<file path="config.mk">
export PLATFORM = sky130hd
export DESIGN_NAME = pwr_ctl
export DESIGN_NICKNAME = d
export VERILOG_FILES = /design/src/hdl/pwr_ctl_pkg.sv /design/src/hdl/pwr_ctl.sv /design/src/hdl/periph_clk_div.sv
export SDC_FILE = /design/constraint.sdc
export NUM_CORES = 1
export LEC_CHECK = 0
export BUFFER_PORTS_ARGS = -buffer_cell sky130_fd_sc_hd__buf_2
export CAP_MARGIN = 10
export CORE_MARGIN = 2
export CORE_UTILIZATION = 51
export DETAILED_ROUTE_END_ITERATION = 8
export GPL_TIMING_DRIVEN = 0
export HOLD_SLACK_MARGIN = 0.08
export MAX_ROUTING_LAYER = met4
export PLACE_DENSITY = 0.85
export SYNTH_ARGS = -nofsm -noshare
export SYNTH_HDL_FRONTEND = slang
export SYNTH_SLANG_ARGS = --single-unit
</file>
<file path="constraint.sdc">
create_clock -name core_clk_i -period 2.7 [get_ports core_clk_i]
set_input_delay 0.54 -clock core_clk_i [delete_from_list [all_inputs] [get_ports core_clk_i]]
set_output_delay 0.54 -clock core_clk_i [all_outputs]
set_load 0.005 [all_outputs]
</file>
<file path="src/hdl/pwr_ctl_pkg.sv">
// constants and types shared by the power-saving controller
package pwr_ctl_pkg;
  localparam int          PRIO_W          = 3;
  localparam int          DIV_W           = 2;
  localparam int          PERIPH_N        = 8;
  localparam int          SLEEP_SEL_BIT   = 4;
  localparam int          DIV_LSB_BIT     = 19;
  localparam int          DIV_MSB_BIT     = 20;
  localparam int          OSC_CTL_W       = 32;
  localparam logic [1:0]  DIV_1           = 2'h0;
  localparam logic [1:0]  DIV_2           = 2'h1;
  localparam logic [1:0]  DIV_4           = 2'h2;
  localparam logic [1:0]  DIV_8           = 2'h3;
  localparam logic [1:0]  DIV_RESET       = 2'h0;
  localparam int          CNT_W           = 3;
  localparam int          CLK_PERIOD_NS   = 10;
  localparam int          OSC_START_NS    = 10000;
  localparam int          PLL_LOCK_NS     = 20000;
  localparam int          OSC_START_CYC   = (OSC_START_NS + CLK_PERIOD_NS - 1) / CLK_PERIOD_NS;
  localparam int          PLL_LOCK_CYC    = (PLL_LOCK_NS + CLK_PERIOD_NS - 1) / CLK_PERIOD_NS;
  localparam int          DELAY_W         = 16;

  typedef enum logic [3:0]
  {
    ST_RUN   = 4'h1,
    ST_IDLE  = 4'h2,
    ST_SLEEP = 4'h4,
    ST_START = 4'h8
  } pwr_state_t;
endpackage : pwr_ctl_pkg

</file>
<file path="src/hdl/pwr_ctl.sv">
// idle/sleep entry and wake control with peripheral bus clock divider
// Summary of operation
// - in sleep, a running enabled interrupt above cpu priority wakes the cpu
// - sleep wake at or below priority: cpu stays halted, bus clock restarts, enter idle
// - any reset or watchdog time-out ends both sleep and idle
// - idle halts the cpu while the system clock keeps running
// - each peripheral's stop_in_idle bit halts it in idle, else it runs
// - wait enters idle when sleep_on_wait_select clear, sleep when set
// - in idle, only an interrupt above cpu priority, a reset or a watchdog time-out wakes the cpu
// - divisor field bits 20:19 selects ratios 1:1, 1:2, 1:4, 1:8
// - system-clock units get an enable unaffected by the divisor, low only in sleep
// - peripheral reads complete on the next peripheral clock edge
// - switching to a stopped crystal or pll source inserts startup/lock delay
`timescale 1ns/10ps
`default_nettype none
module pwr_ctl
  import pwr_ctl_pkg::*;
#(
  parameter int OSC_START_CYCLES = OSC_START_CYC,
  parameter int PLL_LOCK_CYCLES  = PLL_LOCK_CYC
)
(
  input  wire logic                 core_clk_i,
  input  wire logic                 rst_n_i,
  input  wire logic [OSC_CTL_W-1:0] oscillator_control_reg_i,
  input  wire logic                 wait_exec_i,
  input  wire logic                 wdt_timeout_i,
  input  wire logic                 dev_reset_i,
  input  wire logic                 irq_valid_i,
  input  wire logic                 irq_runs_in_sleep_i,
  input  wire logic [PRIO_W-1:0]    irq_prio_i,
  input  wire logic [PRIO_W-1:0]    cpu_prio_i,
  input  wire logic [PERIPH_N-1:0]  stop_in_idle_i,
  input  wire logic                 clk_switch_i,
  input  wire logic                 new_src_stopped_i,
  input  wire logic                 new_src_xtal_i,
  input  wire logic                 new_src_pll_i,
  input  wire logic                 periph_rd_req_i,
  output logic                      cpu_run_o,
  output logic                      sys_clk_en_o,
  output logic                      system_core_clock_unit_en_o,
  output logic                      periph_bus_clock_o,
  output logic [PERIPH_N-1:0]       periph_clk_en_o,
  output logic                      periph_rd_done_o,
  output logic                      src_ready_o,
  output logic [1:0]                pwr_mode_o,
  output logic [DIV_W-1:0]          active_div_o
);
  pwr_state_t          state;
  pwr_state_t          next_state;
  logic [DELAY_W-1:0]  delay_cnt;
  logic                rd_pending;
  wire                 sleep_sel;
  wire [DIV_W-1:0]     div_sel;
  wire                 wake_any;
  wire                 wake_cpu;
  wire                 abort_lp;
  wire                 bus_run;
  wire                 tick;
  wire                 need_delay;
  wire [DELAY_W-1:0]   delay_load;

  assign sleep_sel  = oscillator_control_reg_i[SLEEP_SEL_BIT];
  assign div_sel    = oscillator_control_reg_i[DIV_MSB_BIT:DIV_LSB_BIT];
  assign abort_lp   = dev_reset_i || wdt_timeout_i;
  assign wake_any   = irq_valid_i && ((state != ST_SLEEP) || irq_runs_in_sleep_i);
  assign wake_cpu   = wake_any && (irq_prio_i > cpu_prio_i);
  assign need_delay = new_src_stopped_i && (new_src_xtal_i || new_src_pll_i);
  assign delay_load = DELAY_W'((new_src_xtal_i ? OSC_START_CYCLES : 0)
                    + (new_src_pll_i ? PLL_LOCK_CYCLES : 0));

  always_comb
  begin
    next_state = state;
    unique case (state)
      ST_RUN:
        if (clk_switch_i && need_delay)
          next_state = ST_START;
        else if (wait_exec_i)
          next_state = sleep_sel ? ST_SLEEP : ST_IDLE;
      ST_IDLE:
        if (abort_lp || wake_cpu)
          next_state = ST_RUN;
      ST_SLEEP:
        if (abort_lp || wake_cpu)
          next_state = ST_RUN;
        else if (wake_any)
          next_state = ST_IDLE;
      ST_START:
        if (delay_cnt <= 16'h0001)
          next_state = ST_RUN;
      default:
        next_state = ST_RUN;
    endcase
  end

  always_ff @(posedge core_clk_i or negedge rst_n_i)
  begin
    if (!rst_n_i)
      state <= ST_RUN;
    else
      state <= next_state;
  end

  always_ff @(posedge core_clk_i or negedge rst_n_i)
  begin
    if (!rst_n_i)
      delay_cnt <= 16'h0000;
    else if (state == ST_RUN && next_state == ST_START)
      delay_cnt <= delay_load;
    else if (delay_cnt != 16'h0000)
      delay_cnt <= delay_cnt - 16'h0001;
  end

  // sleep stops the divided bus; idle and start-up keep it running
  assign bus_run          = (state != ST_SLEEP);
  assign cpu_run_o        = (state == ST_RUN);
  assign sys_clk_en_o     = (state != ST_SLEEP);
  assign system_core_clock_unit_en_o = (state != ST_SLEEP);
  assign src_ready_o      = (state != ST_START);
  assign pwr_mode_o       = (state == ST_SLEEP) ? 2'h2 : (state == ST_IDLE) ? 2'h1 : 2'h0;

  periph_clk_div u_div
  (
    .core_clk_i   (core_clk_i),
    .rst_n_i      (rst_n_i),
    .run_i        (bus_run),
    .divisor_i    (div_sel),
    .tick_o       (tick),
    .active_div_o (active_div_o)
  );

  assign periph_bus_clock_o = tick;
  assign periph_clk_en_o    = {PERIPH_N{tick}} &
                              ~({PERIPH_N{state == ST_IDLE}} & stop_in_idle_i);

  // read waits for the next bus tick; 1:1 completes in the same cycle
  always_ff @(posedge core_clk_i or negedge rst_n_i)
  begin
    if (!rst_n_i)
      rd_pending <= 1'b0;
    else if (tick)
      rd_pending <= 1'b0;
    else if (periph_rd_req_i)
      rd_pending <= 1'b1;
  end

  assign periph_rd_done_o = tick && (rd_pending || periph_rd_req_i);

  a_abort_wakes: assert property (@(posedge core_clk_i) disable iff (!rst_n_i)
    ((state == ST_IDLE || state == ST_SLEEP) && abort_lp) |=> (state == ST_RUN))
    else $error("reset or watchdog did not end low power");
  a_wait_mode: assert property (@(posedge core_clk_i) disable iff (!rst_n_i)
    (state == ST_RUN && wait_exec_i && !clk_switch_i)
      |=> (state == ($past(sleep_sel) ? ST_SLEEP : ST_IDLE)))
    else $error("wait entered wrong mode");
  a_sleep_low_prio: assert property (@(posedge core_clk_i) disable iff (!rst_n_i)
    (state == ST_SLEEP && wake_any && !wake_cpu && !abort_lp)
      |=> (state == ST_IDLE && !cpu_run_o))
    else $error("low priority sleep wake not idle");
  a_sleep_wake: assert property (@(posedge core_clk_i) disable iff (!rst_n_i)
    (state == ST_SLEEP && wake_cpu) |=> cpu_run_o)
    else $error("sleep wake failed");
  a_idle_hold: assert property (@(posedge core_clk_i) disable iff (!rst_n_i)
    (state == ST_IDLE && !wake_cpu && !abort_lp) |=> (state == ST_IDLE))
    else $error("idle left without qualified wake");
  a_idle_clock: assert property (@(posedge core_clk_i) disable iff (!rst_n_i)
    (state == ST_IDLE) |-> (sys_clk_en_o && !cpu_run_o))
    else $error("idle clock state wrong");
  a_stop_idle: assert property (@(posedge core_clk_i) disable iff (!rst_n_i)
    (state == ST_IDLE) |-> ((periph_clk_en_o & stop_in_idle_i) == '0))
    else $error("stopped peripheral clocked in idle");
  a_rd_latency: assert property (@(posedge core_clk_i) disable iff (!rst_n_i)
    (periph_rd_req_i && !tick && active_div_o == DIV_8 && state == ST_RUN)
      |-> ##[1:7] periph_rd_done_o)
    else $error("peripheral read latency exceeded");
  a_startup_delay: assert property (@(posedge core_clk_i) disable iff (!rst_n_i)
    (state == ST_RUN && clk_switch_i && need_delay) |=> !src_ready_o)
    else $error("no startup delay inserted");
endmodule : pwr_ctl
`default_nettype wire

</file>
<file path="src/hdl/periph_clk_div.sv">
// peripheral bus clock enable divider, ratio change only at a period boundary
`timescale 1ns/10ps
`default_nettype none
module periph_clk_div
  import pwr_ctl_pkg::*;
(
  input  wire logic             core_clk_i,
  input  wire logic             rst_n_i,
  input  wire logic             run_i,
  input  wire logic [DIV_W-1:0] divisor_i,
  output logic                  tick_o,
  output logic [DIV_W-1:0]      active_div_o
);
  logic [CNT_W-1:0] cnt;
  logic [DIV_W-1:0] cur_div;
  wire  [CNT_W-1:0] last_cnt;
  wire              at_end;

  function automatic logic [CNT_W-1:0] last_of(input logic [DIV_W-1:0] d);
    unique case (d)
      DIV_1:   last_of = 3'h0;
      DIV_2:   last_of = 3'h1;
      DIV_4:   last_of = 3'h3;
      default: last_of = 3'h7;
    endcase
  endfunction : last_of

  assign last_cnt     = last_of(cur_div);
  assign at_end       = (cnt == last_cnt);
  assign tick_o       = run_i && at_end;
  assign active_div_o = cur_div;

  always_ff @(posedge core_clk_i or negedge rst_n_i)
  begin
    if (!rst_n_i)
    begin
      cnt     <= 3'h0;
      cur_div <= DIV_RESET;
    end
    else if (run_i)
    begin
      cnt <= at_end ? 3'h0 : cnt + 3'h1;
      if (at_end)
        cur_div <= divisor_i;
    end
  end

  a_div_boundary: assert property (@(posedge core_clk_i) disable iff (!rst_n_i)
    (cur_div != $past(cur_div)) |-> ($past(cnt) == last_of($past(cur_div))))
    else $error("divisor changed inside a period");
  a_tick_period: assert property (@(posedge core_clk_i) disable iff (!rst_n_i)
    (tick_o && cur_div == DIV_8 && divisor_i == DIV_8 && $stable(cur_div))
      |=> !tick_o [*7])
    else $error("1:8 tick spacing wrong");
endmodule : periph_clk_div
`default_nettype wire

</file>
==> results.toml <==
[outcome]
status = "completed"

[place]
dp_hpwl_um = 2790
place_area_um2 = 2040
place.gp.congestion = 0.853
placed_cells = 279
dp_slack_ns = 0.538
io_buffer_count = 46

[sta]
setup_ws_ns = 0.174
slew_headroom_pct = 61.3
finalCriticalPeriod_ns = 2.53
fin_tns_setup_ns = 0
min_period_over_period_pct = 93.6
worst_pin_slew_ns = 0.581
finalHoldViolCount = 0
rsz0062_at_grt = "no"
setup-violations-final = 0
clock.fmax_mhz = 396
whs_ns = 0.192
skew_ns = 0.00720
slew_viol_final = 0

[floorplanning]
io_pins = 76
coreArea_um2 = 3310
die_w_um = 62.7
die_area_um2 = 3930
num_rows = 21
start_util_pct = 53.0
die_h_um = 62.7

[pwr]
leakage_nw = 0.955
netSwitchingFraction_pct = 39.5
clkPwrFrac_pct = 14.6
power_density_nw_per_um2 = 863
pwr-share-seq_pct = 40.3
p_sw_uw = 717
p_comb_share_pct = 45.1
vdd_ir_drop_max_v = 0.000543
power_mw = 1.81
p_int_mw = 1.10

[global_route]
antenna_found_initial = 0
grt_pass1_wl_um = 6470
grt_overflow = 0
grt_pass1_vias = 1463
grt_max_degree = 27
grtUsageTotal_pct = 20.7

[worst_setup_path]
required_ns = 2.16
criticalPathCategory = "reg2out"
cpLargestDelayFamily = "simple AND/OR/NAND/NOR gates"
start_kind = "flop"
setup.worst_path.end_class = "output port"
cpMaxStageDelayCell = "or4_1"
worstPathCellList = "or4_1, a21oi_4, o21ai_4, a21oi_1, buf_2"
cpPeakStageDelay_ns = 0.60
cp.arrival_ns = 1.99
crit_buf_inv = 1
crit_path_max_fanout = 10

[clock_network]
clock_latency_ns = 0.32
cts_tree = "built"
cts_buffers = 3
cts_max_path_buffers = 2
h-tree-depth = 1
clkSlewWorstSetupHoldPaths_ns = 0.14
clock_sinks = 26
cts_root_buffer = "clkbuf_4"

[synth]
ys_types = 55
yosys_warnings = 0
postSynthAreaPerCell_um2 = 9.39
synth_ff_type = "dfrtp_1"
async_flop_share_pct = 100
syn_area_um2 = 1760
mappedNetlistNets = 255
synth_top_area_cell = "dfrtp_1"
synth_top_area_share_pct = 35.6
synth.most_common_cell = "dfrtp_1"
synth_seq_cells = 26
synth_edf_count = 0
syn_inst = 187
seq_area_frac_synth_pct = 37.1
synth_common_cells = "dfrtp_1 (25), a21oi_1 (13), nand2_1 (13)"
synth.area.top_cells = "dfrtp_1 (36%), ha_1 (7.1%), a21oi_1 (3.7%), o31ai_1 (3.0%), xor2_1 (3.0%)"

[cells_and_area]
multiInputGateArea_um2 = 1010
num-nets-final = 306
syn_to_final_growth_pct = 19.8
final_core_util_pct = 63.5
n_antenna_cell = 0
layout-drive-gt1-share_pct = 29.1
fillers = 286
fin_cells = 283
final_area_um2 = 2100
seq_area_um2 = 652

[routing]
viasPerCell = 5.54
via_count = 1568
routed_wl_um = 3680
ant_nets = 0
drtIter0Drc = 46
wl_per_cell_um = 13.0
drc = 0
first_pass_iters = 4

[run]
cap_violations = 0

[hold_path]
worstHoldPathType = "in2async"
## sequential cells by signal, summed over array words and instances, names as in the netlist
| signal | count |
|---|---|
| u_div.cnt | 3 |
| state | 4 |
| u_div.active_div_o | 2 |
| delay_cnt | 16 |
| rd_pending | 1 |
## cells in the final DEF, fill, tap and decap left out, types with 5 or more instances in the layout
cell type,count
dfrtp_1,25
nor3_1,7
nand2_1,13
nor2_1,11
o31ai_1,7
o21ai_1,5
or4_1,5
nand3_1,7
xor2_1,6
a21oi_1,13
ha_1,10
buf_2,48
inv_1,10
or3_1,5
## metal layers
layer,vias up,wire (µm),share of wire [%],track usage (%)
met5,-,0,0,-
met2,42,1780,48,36.0
met4,0,13,0.35,2.50
met1,736,1700,46,25.1
li1,788,-,-,-
met3,2,190,5.2,5.23
## worst register-to-register path: stages, from the launching register on
cell	delay (ns)
dfrtp_1	0.44
inv_1	0.12
ha_1	0.24
nor3b_1	0.39
nand3_1	0.17
or4_1	0.43
a21oi_1	0.15
## final cells by class
type,instances,share of cell area (%)
timing repair buffer,46,10.9
clock buffer,3,1.07
buffer,7,2.44
inverter,12,2.38
multi-input combinational,142,48.0
tap,46,2.74
sequential,26,31.0
clock inverter,1,1.43
## power by group through the flow
stage	Sequential [mW]	Combinational, mW	Clock [mW]
floorplan	0.695	0.574	0
finish	0.731	0.818	0.265
detailed placement	0.733	0.811	0
global route	0.765	0.940	0.290
CTS	0.727	0.819	0.272
global placement	0.725	0.790	0
## logic make-up after synthesis
| kind of cell | share of synthesized area, % |
|---|---|
| adder cells (fa/ha/maj) | 7.13 |
| AO/OA/AOI/OAI | 16.8 |
| XOR/XNOR | 3.99 |
| AND/OR/NAND/NOR | 26.0 |
| multiplexers | 3.14 |
| flip-flops | 37.1 |
| buffers and inverters | 5.77 |
## path summary, 6_finish.rpt
kind                                             startpoint               endpoint  slack (ns)  cells past startpoint
worst min register to register                   rd_pending             rd_pending        0.50                      2
worst min-delay path                                rst_n_i  u_div.active_div_o[1]        0.19                      1
max in group asynchronous                           rst_n_i           delay_cnt[6]        2.12                      1
worst max register to register                 delay_cnt[0]          delay_cnt[14]        0.71                      6
min in group core_clk_i         oscillator_control_reg_i[4]               state[1]        0.40                      2
worst max-delay path                  u_div.active_div_o[0]     periph_clk_en_o[0]        0.17                      5
## what timing repair did
item,4_1_cts,5_1_grt
setup buffers,0,0
hold buffers,0,0
gates resized for setup,0,1
setup endpoints to repair,0,2
Power figures use the tool's default switching activity.
